[config.mk]
export PLATFORM = sky130hd
export DESIGN_NAME = flash_host
export DESIGN_NICKNAME = d
export VERILOG_FILES = /design/src/inc/flash_host_pkg.sv /design/src/rtl/event_irq.sv /design/src/rtl/flash_host.sv /design/src/rtl/flash_pin_cycle.sv
export SDC_FILE = /design/constraint.sdc
export NUM_CORES = 1
export LEC_CHECK = 0
export ABC_AREA = 1
export BUFFER_PORTS_ARGS = -buffer_cell sky130_fd_sc_hd__buf_2
export CAP_MARGIN = 10
export CORE_MARGIN = 1
export CORE_UTILIZATION = 40
export CTS_BUF_LIST = sky130_fd_sc_hd__clkbuf_8
export CTS_CLUSTER_DIAMETER = 200
export DETAILED_ROUTE_END_ITERATION = 10
export PLACE_DENSITY = 0.67
export SYNTH_ARGS = -nofsm -noshare
export SYNTH_HDL_FRONTEND = slang
export SYNTH_SLANG_ARGS = --single-unit
[constraint.sdc]
create_clock -name core_clk -period 2 [get_ports core_clk]
set_clock_uncertainty 0.05 [all_clocks]
set_input_delay 0.4 -clock core_clk [delete_from_list [all_inputs] [get_ports core_clk]]
set_output_delay 0.4 -clock core_clk [all_outputs]
set_load 0.02 [all_outputs]
[src/inc/flash_host_pkg.sv]
// constants for the host that drives a parallel flash through its pins
// assumes a 20 MHz core clock and a software port with 32-bit data
package flash_host_pkg;
    localparam int CLK_NS      = 50;
    localparam int T_SETUP_NS  = 50;
    localparam int T_STROBE_NS = 100;
    localparam int T_GAP_NS    = 50;
    localparam int SETUP_CYC   = (T_SETUP_NS + CLK_NS - 1) / CLK_NS;
    localparam int STROBE_CYC  = (T_STROBE_NS + CLK_NS - 1) / CLK_NS;
    localparam int GAP_CYC     = (T_GAP_NS + CLK_NS - 1) / CLK_NS;

    // software register offsets
    localparam logic [7:0] REG_CMD  = 8'h00;
    localparam logic [7:0] REG_ADDR = 8'h04;
    localparam logic [7:0] REG_DATA = 8'h08;
    localparam logic [7:0] REG_STAT = 8'h0C;
    localparam logic [7:0] REG_IRQ  = 8'h10;
    localparam logic [7:0] REG_MASK = 8'h14;

    // operation codes written to the command register, bits 2:0
    localparam logic [2:0] OP_PROG   = 3'h1;
    localparam logic [2:0] OP_ERASE  = 3'h2;
    localparam logic [2:0] OP_SUSP   = 3'h3;
    localparam logic [2:0] OP_RESUME = 3'h4;
    localparam logic [2:0] OP_CLEAR  = 3'h5;
    localparam logic [2:0] OP_RDSTAT = 3'h6;

    // command words sent on the data pins
    localparam logic [15:0] FL_RDSR    = 16'h0070;
    localparam logic [15:0] FL_CLR     = 16'h0050;
    localparam logic [15:0] FL_PROG    = 16'h0040;
    localparam logic [15:0] FL_ERASE   = 16'h0020;
    localparam logic [15:0] FL_CONFIRM = 16'h00D0;
    localparam logic [15:0] FL_SUSP    = 16'h00B0;
    localparam logic [15:0] FL_RESUME  = 16'h00D0;

    // device status byte layout
    localparam int SR_READY  = 7;
    localparam int SR_ESUSP  = 6;
    localparam int SR_PSUSP  = 2;
    localparam int SR_RSVD   = 0;
    localparam logic [7:0] SR_STICKY = 8'h3A;
    localparam logic [7:0] STAT_RST  = 8'h00;

    // host status register and event bits
    localparam int STAT_BUSY   = 8;
    localparam int STAT_STICKY = 9;
    localparam int EV_DONE     = 0;
    localparam int EV_ERR      = 1;
    localparam int EV_SUSP     = 2;
    localparam int EV_W        = 3;
    localparam logic [EV_W-1:0] MASK_RST = 3'h0;

    function automatic logic sr_sticky(input logic [7:0] s);
        return |(s & SR_STICKY);
    endfunction

    function automatic logic sr_paused(input logic [7:0] s);
        return s[SR_PSUSP] | s[SR_ESUSP];
    endfunction
endpackage

[src/rtl/event_irq.sv]
// sticky event bits, write-one-to-clear, mask and level interrupt
// assumes event inputs are one-cycle pulses
`timescale 1ns/100ps
`default_nettype none
module event_irq
    import flash_host_pkg::*;
(
    input  wire logic            core_clk,
    input  wire logic            rst,
    input  wire logic [EV_W-1:0] ev,
    input  wire logic            clr_wr,
    input  wire logic            mask_wr,
    input  wire logic [EV_W-1:0] wdata,
    output logic [EV_W-1:0]      stat,
    output logic [EV_W-1:0]      mask,
    output logic                 irq
);
    logic [EV_W-1:0] st_q, st_d, mk_q, mk_d;
    logic            irq_q, irq_d;

    always_comb
    begin
        // a new event beats a clear in the same cycle
        st_d  = (st_q & ~(clr_wr ? wdata : '0)) | ev;
        mk_d  = mask_wr ? wdata : mk_q;
        irq_d = |(st_d & mk_d);
    end

    always_ff @(posedge core_clk)
    begin
        if (rst)
        begin
            st_q <= '0; mk_q <= MASK_RST; irq_q <= 1'b0;
        end
        else
        begin
            st_q <= st_d; mk_q <= mk_d; irq_q <= irq_d;
        end
    end

    assign stat = st_q; assign mask = mk_q; assign irq = irq_q;

    irq_level_a: assert property (@(posedge core_clk) disable iff (rst)
        irq == |(stat & mask))
        else $error("interrupt level disagrees with status and mask");
endmodule // event_irq
`default_nettype wire

[src/rtl/flash_host.sv]
// host controller for a parallel flash: commands, status polling, errors
// assumes the flash pins are sampled on core_clk; software port never waits
`timescale 1ns/100ps
`default_nettype none
module flash_host
    import flash_host_pkg::*;
(
    input  wire logic        core_clk,
    input  wire logic        rst,
    input  wire logic [7:0]  reg_addr,
    input  wire logic [31:0] reg_wdata,
    input  wire logic        reg_wr,
    input  wire logic        reg_rd,
    output logic [31:0]      reg_rdata,
    output logic             irq,
    output logic [19:0]      flash_addr,
    input  wire logic [15:0] dq_in,
    output logic [15:0]      dq_out,
    output logic             dq_oe,
    output logic             ce_n,
    output logic             oe_n,
    output logic             we_n,
    output logic             rp_n
);
    typedef enum logic [2:0] {
        ST_IDLE, ST_CLR, ST_CMD1, ST_CMD2, ST_POLL, ST_SUSP
    } state_t;

    state_t      state_q, state_d;
    logic        wait_q, wait_d;
    logic [2:0]  op_q, op_d;
    logic        sticky_q, sticky_d;
    logic        spend_q, spend_d;
    logic        busy_q, busy_d;
    logic [7:0]  stat_q, stat_d;
    logic [19:0] addr_q, addr_d;
    logic [15:0] data_q, data_d;
    logic        rp_n_q;
    logic [31:0] rdata_q, rdata_d;

    logic        cyc_req, cyc_wr, cyc_ack;
    logic [15:0] cyc_wdata, cyc_rdata;
    logic [EV_W-1:0] ev, irq_stat, irq_mask;
    logic        cmd_wr;
    logic [2:0]  cmd_op;
    logic [7:0]  sr;

    assign cmd_wr = reg_wr && reg_addr == REG_CMD;
    assign cmd_op = reg_wdata[2:0];
    assign sr     = cyc_rdata[7:0];

    flash_pin_cycle u_cycle (
        .core_clk (core_clk),
        .rst      (rst),
        .req      (cyc_req),
        .wr       (cyc_wr),
        .addr     (addr_q),
        .wdata    (cyc_wdata),
        .ack      (cyc_ack),
        .rdata    (cyc_rdata),
        .pin_addr (flash_addr),
        .dq_in    (dq_in),
        .dq_out   (dq_out),
        .dq_oe    (dq_oe),
        .ce_n     (ce_n),
        .oe_n     (oe_n),
        .we_n     (we_n)
    );

    event_irq u_irq (
        .core_clk (core_clk),
        .rst      (rst),
        .ev       (ev),
        .clr_wr   (reg_wr && reg_addr == REG_IRQ),
        .mask_wr  (reg_wr && reg_addr == REG_MASK),
        .wdata    (reg_wdata[EV_W-1:0]),
        .stat     (irq_stat),
        .mask     (irq_mask),
        .irq      (irq)
    );

    // command sequencer
    always_comb
    begin
        state_d = state_q; wait_d = wait_q; op_d = op_q;
        sticky_d = sticky_q; spend_d = spend_q; busy_d = busy_q;
        stat_d = stat_q; addr_d = addr_q; data_d = data_q;
        cyc_req = 1'b0; cyc_wr = 1'b1; cyc_wdata = FL_RDSR;
        ev = '0;
        if (reg_wr && reg_addr == REG_ADDR && !busy_q)
            addr_d = reg_wdata[19:0];
        if (reg_wr && reg_addr == REG_DATA && !busy_q)
            data_d = reg_wdata[15:0];
        if (state_q != ST_IDLE)
            cyc_req = !wait_q;
        if (cyc_req)
            wait_d = 1'b1;
        if (cyc_ack)
            wait_d = 1'b0;
        unique case (state_q)
            ST_IDLE:
                if (cmd_wr)
                begin
                    op_d = cmd_op;
                    // a suspend asked as the last poll ended must not hit this op
                    spend_d = 1'b0;
                    busy_d = 1'b1;
                    if (cmd_op == OP_CLEAR)
                        state_d = ST_CLR;
                    else if (cmd_op == OP_RDSTAT)
                        state_d = ST_POLL;
                    else if (cmd_op == OP_PROG || cmd_op == OP_ERASE
                             || cmd_op == OP_SUSP || cmd_op == OP_RESUME)
                        // a stale error would make the new command fail
                        state_d = sticky_q ? ST_CLR : ST_CMD1;
                    else
                        busy_d = 1'b0;
                end
            ST_CLR:
            begin
                cyc_wdata = FL_CLR;
                if (cyc_ack)
                begin
                    // one command drops every error flag at once
                    sticky_d = 1'b0;
                    stat_d = stat_q & ~SR_STICKY;
                    state_d = (op_q == OP_CLEAR) ? ST_IDLE : ST_CMD1;
                    busy_d = op_q != OP_CLEAR;
                end
            end
            ST_CMD1:
            begin
                unique case (op_q)
                    OP_PROG:  cyc_wdata = FL_PROG;
                    OP_ERASE: cyc_wdata = FL_ERASE;
                    OP_SUSP:  cyc_wdata = FL_SUSP;
                    default:  cyc_wdata = FL_RESUME;
                endcase
                if (cyc_ack)
                    state_d = (op_q == OP_PROG || op_q == OP_ERASE)
                              ? ST_CMD2 : ST_POLL;
            end
            ST_CMD2:
            begin
                cyc_wdata = (op_q == OP_PROG) ? data_q : FL_CONFIRM;
                if (cyc_ack)
                    state_d = ST_POLL;
            end
            ST_SUSP:
            begin
                cyc_wdata = FL_SUSP;
                if (cyc_ack)
                begin
                    spend_d = 1'b0;
                    state_d = ST_POLL;
                end
            end
            ST_POLL:
            begin
                // reads at the operation address return status while busy
                cyc_wr = 1'b0;
                if (cyc_ack)
                begin
                    if (!sr[SR_READY])
                    begin
                        // keep polling; suspend goes out between two reads
                        if (spend_q)
                            state_d = ST_SUSP;
                    end
                    else
                    begin
                        // flags are only trusted once ready reads high
                        stat_d = sr & ~(8'h01 << SR_RSVD);
                        sticky_d = sticky_q | sr_sticky(sr);
                        ev[EV_ERR]  = sr_sticky(sr);
                        // a late suspend may find the program finished
                        ev[EV_SUSP] = sr_paused(sr);
                        ev[EV_DONE] = !sr_sticky(sr) && !sr_paused(sr);
                        spend_d = 1'b0;
                        busy_d = 1'b0;
                        state_d = ST_IDLE;
                    end
                end
            end
        endcase
        if (cmd_wr && cmd_op == OP_SUSP && state_q == ST_POLL)
            spend_d = 1'b1;
    end

    always_ff @(posedge core_clk)
    begin
        if (rst)
        begin
            state_q <= ST_IDLE; wait_q <= 1'b0; op_q <= 3'h0;
            // device reset pin held low with ours, flags start low
            sticky_q <= 1'b0; stat_q <= STAT_RST;
            spend_q <= 1'b0; busy_q <= 1'b0;
            addr_q <= 20'h00000; data_q <= 16'h0000; rp_n_q <= 1'b0;
        end
        else
        begin
            state_q <= state_d; wait_q <= wait_d; op_q <= op_d;
            sticky_q <= sticky_d; stat_q <= stat_d;
            spend_q <= spend_d; busy_q <= busy_d;
            addr_q <= addr_d; data_q <= data_d; rp_n_q <= 1'b1;
        end
    end

    assign rp_n = rp_n_q;

    // software read port, answer one cycle after the strobe
    always_comb
    begin
        rdata_d = 32'h00000000;
        if (reg_rd)
        begin
            unique case (reg_addr)
                REG_CMD:  rdata_d = {29'h0, op_q};
                REG_ADDR: rdata_d = {12'h000, addr_q};
                REG_DATA: rdata_d = {16'h0000, data_q};
                REG_STAT: rdata_d = {22'h0, sticky_q, busy_q, stat_q};
                REG_IRQ:  rdata_d = {29'h0, irq_stat};
                REG_MASK: rdata_d = {29'h0, irq_mask};
                default:  rdata_d = 32'h00000000;
            endcase
        end
    end

    always_ff @(posedge core_clk)
    begin
        if (rst)
            rdata_q <= 32'h00000000;
        else
            rdata_q <= rdata_d;
    end

    assign reg_rdata = rdata_q;

    clear_first_a: assert property (@(posedge core_clk) disable iff (rst)
        state_q == ST_CMD1 && cyc_req |-> !sticky_q)
        else $error("operation started with an error flag still set");

    clear_route_a: assert property (@(posedge core_clk) disable iff (rst)
        state_q == ST_IDLE && cmd_wr && sticky_q && cmd_op == OP_PROG
        |=> state_q == ST_CLR ##1 (state_q == ST_CLR) [*1])
        else $error("pending error not cleared before a new command");

    ready_gate_a: assert property (@(posedge core_clk) disable iff (rst)
        $rose(sticky_q) |-> $past(cyc_ack && !cyc_wr && cyc_rdata[SR_READY]))
        else $error("error flag taken while the device was busy");

    rsvd_mask_a: assert property (@(posedge core_clk) disable iff (rst)
        stat_q[SR_RSVD] == 1'b0)
        else $error("reserved status bit passed to software");

    reg_read_a: assert property (@(posedge core_clk) disable iff (rst)
        reg_rd && reg_addr == REG_STAT |=> reg_rdata[STAT_BUSY] == $past(busy_q))
        else $error("status read answer not one cycle late");

    done_cov: cover property (@(posedge core_clk) disable iff (rst)
        ev[EV_DONE] && op_q == OP_PROG);
    susp_cov: cover property (@(posedge core_clk) disable iff (rst)
        ev[EV_SUSP]);
    err_cov: cover property (@(posedge core_clk) disable iff (rst)
        state_q == ST_CLR && op_q == OP_ERASE && cyc_ack);
endmodule // flash_host
`default_nettype wire

[src/rtl/flash_pin_cycle.sv]
// one asynchronous bus cycle on the flash pins, write or read
// assumes dq_in synchronous to core_clk; one request at a time
`timescale 1ns/100ps
`default_nettype none
module flash_pin_cycle
    import flash_host_pkg::*;
(
    input  wire logic        core_clk,
    input  wire logic        rst,
    input  wire logic        req,
    input  wire logic        wr,
    input  wire logic [19:0] addr,
    input  wire logic [15:0] wdata,
    output logic             ack,
    output logic [15:0]      rdata,
    output logic [19:0]      pin_addr,
    input  wire logic [15:0] dq_in,
    output logic [15:0]      dq_out,
    output logic             dq_oe,
    output logic             ce_n,
    output logic             oe_n,
    output logic             we_n
);
    typedef enum logic [1:0] {P_IDLE, P_SETUP, P_STROBE, P_GAP} phase_t;
    phase_t      ph_q, ph_d;
    logic [3:0]  cnt_q, cnt_d;
    logic        wr_q, wr_d, ack_q, ack_d, oe_q, oe_d;
    logic        ce_n_q, ce_n_d, oe_n_q, oe_n_d, we_n_q, we_n_d;
    logic [19:0] addr_q, addr_d;
    logic [15:0] wd_q, wd_d, rd_q, rd_d;

    always_comb
    begin
        ph_d = ph_q; cnt_d = cnt_q; wr_d = wr_q; ack_d = 1'b0; oe_d = oe_q;
        ce_n_d = ce_n_q; oe_n_d = oe_n_q; we_n_d = we_n_q;
        addr_d = addr_q; wd_d = wd_q; rd_d = rd_q;
        unique case (ph_q)
            P_IDLE:
                if (req)
                begin
                    addr_d = addr; wd_d = wdata; wr_d = wr;
                    ce_n_d = 1'b0; oe_d = wr;
                    cnt_d = 4'(SETUP_CYC - 1); ph_d = P_SETUP;
                end
            P_SETUP:
                if (cnt_q == 4'h0)
                begin
                    we_n_d = ~wr_q; oe_n_d = wr_q;
                    cnt_d = 4'(STROBE_CYC - 1); ph_d = P_STROBE;
                end
                else cnt_d = cnt_q - 4'h1;
            P_STROBE:
                if (cnt_q == 4'h0)
                begin
                    // release all three enables so the next read relatches status
                    if (!wr_q) rd_d = dq_in;
                    we_n_d = 1'b1; oe_n_d = 1'b1; ce_n_d = 1'b1;
                    cnt_d = 4'(GAP_CYC - 1); ph_d = P_GAP;
                end
                else cnt_d = cnt_q - 4'h1;
            P_GAP:
                if (cnt_q == 4'h0)
                begin
                    oe_d = 1'b0; ack_d = 1'b1; ph_d = P_IDLE;
                end
                else cnt_d = cnt_q - 4'h1;
        endcase
    end

    always_ff @(posedge core_clk)
    begin
        if (rst)
        begin
            ph_q <= P_IDLE; cnt_q <= 4'h0; wr_q <= 1'b0; ack_q <= 1'b0;
            oe_q <= 1'b0; ce_n_q <= 1'b1; oe_n_q <= 1'b1; we_n_q <= 1'b1;
            addr_q <= 20'h00000; wd_q <= 16'h0000; rd_q <= 16'h0000;
        end
        else
        begin
            ph_q <= ph_d; cnt_q <= cnt_d; wr_q <= wr_d; ack_q <= ack_d;
            oe_q <= oe_d; ce_n_q <= ce_n_d; oe_n_q <= oe_n_d; we_n_q <= we_n_d;
            addr_q <= addr_d; wd_q <= wd_d; rd_q <= rd_d;
        end
    end

    assign ack = ack_q; assign rdata = rd_q; assign pin_addr = addr_q;
    assign dq_out = wd_q; assign dq_oe = oe_q;
    assign ce_n = ce_n_q; assign oe_n = oe_n_q; assign we_n = we_n_q;

    oe_toggle_a: assert property (@(posedge core_clk) disable iff (rst)
        $rose(oe_n) |-> oe_n [*2])
        else $error("output enable not released between reads");
endmodule // flash_pin_cycle
`default_nettype wire

Word level (Yosys, flattened, before mapping)
Cells that the tools add are included.

Register bits after elaboration: 150. Latch bits: 0. Memory bits (writable): 0. Bits in read-only memories: 0. Input bits: 60. Output and inout bits: 74. Logic and storage cells: 192. Memories: 0.

Add/subtract/negate cells: 1. Multipliers: 0. Div/mod/pow operators: 0. Order comparisons: 0. Equal/unequal tests: 41. Shifts and indexed selects: 0. Muxes and demuxes: 66. Bitwise operators: 10. Reductions and logical operators: 48.

Operators by type and width (count): $pmux W20 S6 (1); $pmux W16 S4 (1); $mux W3 (16); $pmux W8 S3 (1); $mux W1 (22); $eq A3 B2 Y1 const B (6); $eq A3 B3 Y1 const B (6); $eq A8 B4 Y1 const B (2); $eq A8 B5 Y1 const B (2); $mux W16 (1); $mux W4 (4); $mux W8 (2); $ne A2 B1 Y1 const B (8); $pmux W4 S4 (1); $pmux W8 S2 (1); $pmux W3 S5 (1); $mux W2 (6); $reduce_and A3 Y1 (4); $reduce_and A4 Y1 (3); $logic_and A1 B1 Y1 (10); $pmux W1 S2 (5); $reduce_and A5 Y1 (2); $eq A3 B1 Y1 const B (3); $eq A8 B3 Y1 const B (1); 30 further kinds (57).

Depth between registers and ports, before layout
Word-level depth: 9. Mapped depth: 11. Gate-level depth less buffers: 11.

Hierarchy
From an unflattened synthesis, not the netlist that was laid out.

Cell total of the unflattened synthesis: 868. Area total of the unflattened synthesis: 6459.9 sq um.

By module, submodules not included: flash_host (times used 1, cells an instance 502, area each 3565.9 sq um, sequential area each 1481.4 sq um); flash_pin_cycle (times used 1, cells an instance 327, area each 2618.8 sq um, sequential area each 1281.2 sq um); event_irq (times used 1, cells an instance 39, area each 275.3 sq um, sequential area each 140.1 sq um).

Least setup slack after synthesis
Ideal clock, no wire load.

Path kind: input to register. From: input port reg_addr[7]. To: register addr_q[11]. Library setup time: 116 ps. Arrival: 1331 ps. Required time: 1834 ps. Setup slack: 503 ps. Cell stages on the path: 9. Path buffers: 1. Cell sequence: nor2_2 > nand3_2 > clkinv_2 > nand2_4 > inv_4 > nand2_4 > buf_2 > o21ai_0 > nor2_1.

Cells in the longest elaborated chain, start to end: 3.

Ends and longest elaborated chain: start: declaration (RTL line flash_host.sv:10) `input wire logic [7:0] reg_addr,`; $eq A8 B3 Y1 (RTL line flash_host.sv:90) `if (reg_wr && reg_addr == REG_ADDR && !busy_q)`; $logic_and A1 B1 Y1 (2 in series) (RTL line flash_host.sv:90); end signal: assignment (RTL line flash_host.sv:198) `addr_q <= 20'h00000; data_q <= 16'h0000; rp_n_q <= 1'b0;`; end signal: assignment (RTL line flash_host.sv:205) `addr_q <= addr_d; data_q <= data_d; rp_n_q <= 1'b1;`; end: declaration (RTL line flash_host.sv:36) `logic [19:0] addr_q, addr_d;`.

Every way passes these cells. A chain may end at the register's enable or synchronous reset.

Worst setup path after layout
From: register u_cycle.ph_q[0]. To: register u_cycle.wd_q[1], in the netlist u_cycle.dq_out[1].

Cells in the longest elaborated chain, start to end: 2.

Ends and longest elaborated chain: start: declaration (RTL line flash_pin_cycle.sv:25) `phase_t ph_q, ph_d;`; start signal: assignment (RTL line flash_pin_cycle.sv:80) `ph_q <= ph_d; cnt_q <= cnt_d; wr_q <= wr_d; ack_q <= ack_d;`; $logic_not A2 Y1 (RTL line flash_pin_cycle.sv:37) `unique case (ph_q)`; $reduce_and A2 Y1 (no source line); end signal: assignment (RTL line flash_pin_cycle.sv:82) `addr_q <= addr_d; wd_q <= wd_d; rd_q <= rd_d;`; end: declaration (RTL line flash_pin_cycle.sv:30) `logic [15:0] wd_q, wd_d, rd_q, rd_d;`.

Every way passes these cells.

==> run metrics <==
status=completed; pre-CTS setup slack=0.0940 ns; Hold Fails Final Rpt=0; syn_area_per_cell=between 7 and 8 um^2; htree depth=4; drt first pass iters=5; fin cells=around 1.1k; die width=122 um; Slew headroom=~66%; total number of vias=about 5.3k; RSZ-0062 raised after global routing=false; Setup crit end kind=flop; row count=43; post-DP HPWL=just over 10 mm; placer congestion estimate=~0.82; Overflow after GRT=0; Initial Util=41.4%; Slew @ Worst Pin=approximately 0.52 ns; Hold WC Path Type=input pin to flop; critical path, cell by cell=inv_1 > ha_1 > inv_1 > nor2_4 > inv_2 > nand2_1 > a21oi_1; most frequent cell after synthesis=dfxtp_1; I/O pin count=between 100 and 150; die area=0.0150 mm^2; Yosys top cell by area=dfxtp_1; routed len/inst=about 14 um; CP max-delay cell=inv_2; Clk Tree Root Cell=clkbuf_8; CTS tree=built; number of synthesized flops with an enable pin=0; max cap viols=0; asr flop ratio synth=0%; Worst Setup Start Kind=flop; pwr/cell area=around 1100 mW/mm^2; CTS resizes=0; first-pass GRT wire length=between 20 and 25 mm; crit path time final=about 1.6 ns; Final period util=a little over 80%; layout net count=around 950; CTS Hold Bufs=0; leakage=around 0.0031 uW; Crit path top cell by count=inv_1; gr usage total=around a fifth; Worst-Skew Late Latency=about 0.46 ns; Total Wirelength=roughly 15 mm; number of synthesized register bits=136; count of cell types in the netlist=34; fin. max-slew vios=0; Buffers on Ports=100; Layout fillers=between 1k and 1.5k; clk sink count=approximately 140; synth-to-layout area growth=17.8%; cell area after synthesis=slightly below 0.006 mm^2; Routed Antenna Nets=0; Hold Slack=about 0.16 ns; synthesis warning total=0; final setup vio count=0; CTS clk-pin slew, worst paths=~0.08 ns; setup ws final=0.350 ns; Post-Synthesis Cells=783; required time of the critical path=~2.4 ns; Ant. Diodes=0; share of cells above drive strength 1=20.2%; crit path max fanout=28; Die H=~120 um; clk buf depth=2; Power Total=between 7000 and 8000 uW; largest net degree at the start of global routing=88; register area share after synthesis=47.0%; Crit path largest cell delay=0.38 ns; Max Fclk=606 MHz; setup TNS=0 ns; worst vdd ir=0.000558 V; CTS buffer count=17; Setup CP Type=flop to flop; Placed Cells=1,049; Area contributors post-synth=dfxtp_1, nand2_1, o21ai_0; Post-route DRC=0; vias in the first global route=between 4k and 5k; DRT iter0 DRCs=approximately 380; Post-CTS Setup Bufs=0; top post-synthesis cells by count=dfxtp_1, nand2_1, nor2_1, o21ai_0, a21oi_1; via/cell ratio=4.87; Worst Path Arrival=about 2 ns; Top FF cell, synth=dfxtp_1; initial antenna violation count=2; Yosys top cell area share=47.0%; CORE AREA=0.0140 mm^2
==> state kept, by name (all words and copies together), names as in the netlist, 2 cells and up <==
signal,cells
u_cycle.pin_addr,20
u_irq.stat,3
u_irq.mask,3
stat_q,7
data_q,16
u_cycle.rdata,7
u_cycle.dq_out,16
op_q,3
u_cycle.ph_q,2
reg_rdata,20
addr_q,20
u_cycle.cnt_q,4
state_q,3
==> worst max-delay path: cells and delay by family (launching register included) <==
family	cells	cell delay [ns]
DFF	1	0.36
buffers and inverters	3	0.58
adders and majority gates	1	0.26
and+or+nand+nor	2	0.16
AOI/OAI and AO/OA	1	0.16
==> cell families (layout without fill, tap and decap cells) <==
kind of cell	count (synthesis)	in the layout	synth area share (%)
compound gates	190	190	16.9
xor+xnor	1	1	0.151
fa+ha+maj	6	6	1.30
buf+inv	120	227	9.83
flops	136	136	47.0
other cells	1	12	0.0648
simple gates	329	329	24.7
==> metal layers <==
layer	part of all wire, %	GRT usage (%)
met1	47	26.6
met2	46	33.1
met3	5.0	5.62
met4	2.0	7.93
met5	0.18	0
==> through the flow <==
| step | util, % | instance area (um^2) |
|---|---|---|
| 2_1_floorplan | - | 5830 |
| 3_3_place_gp | 45.9 | 6430 |
| 3_5_place_dp | 45.9 | 6430 |
| 4_1_cts | 48.8 | 6820 |
| 5_1_grt | 48.8 | 6820 |
| 6_report | 48.8 | 6820 |
==> power by group <==
group          total (uW)  internal, uW  switching [uW]
combinational        2090           679            1410
clock                2270          1140            1130
sequential           3330          3100             224
==> cell type report <==
class | instances | area (um^2) | area share, %
Sequential cell | 136 | 2720 | 39.9
Multi-Input combinational cell | 538 | 2540 | 37.2
Timing Repair Buffer | 116 | 633 | 9.28
Inverter | 79 | 305 | 4.48
Clock buffer | 18 | 248 | 3.63
Tap cell | 180 | 225 | 3.30
Clock inverter | 14 | 148 | 2.16
==> layout by cell type, fill, tap and decap left out, drive strengths merged <==
master / Yosys / routed
a41oi: 2 / 2
nand4: 4 / 4
nor2: 124 / 124
nand3b: 1 / 1
a21oi: 74 / 74
ha: 6 / 6
xor2: 1 / 1
dfxtp: 136 / 136
clkbuf: 12 / 18
o21ai: 104 / 104
nor4: 1 / 1
nand2: 144 / 144
inv: 76 / 79
nand3: 47 / 47
buf: 29 / 116
o211ai: 4 / 4
a211oi: 2 / 2
bufinv: 0 / 2
clkinvlp: 0 / 5
nor3: 8 / 8
a31oi: 3 / 3
o21a: 1 / 1
clkinv: 3 / 7
conb: 1 / 12
==> final timing paths <==
check | from | to | slack [ns] | cells after the start
setup / recovery | u_cycle.ph_q[0] | u_cycle.dq_out[1] | 0.35 | 7
hold / removal | reg_wdata[17] | addr_q[17] | 0.16 | 3
setup reg to reg | u_cycle.ph_q[0] | u_cycle.dq_out[1] | 0.35 | 7
hold reg to reg | u_cycle.we_n | u_cycle.we_n | 0.40 | 2
Power figures use the tool's default switching activity.
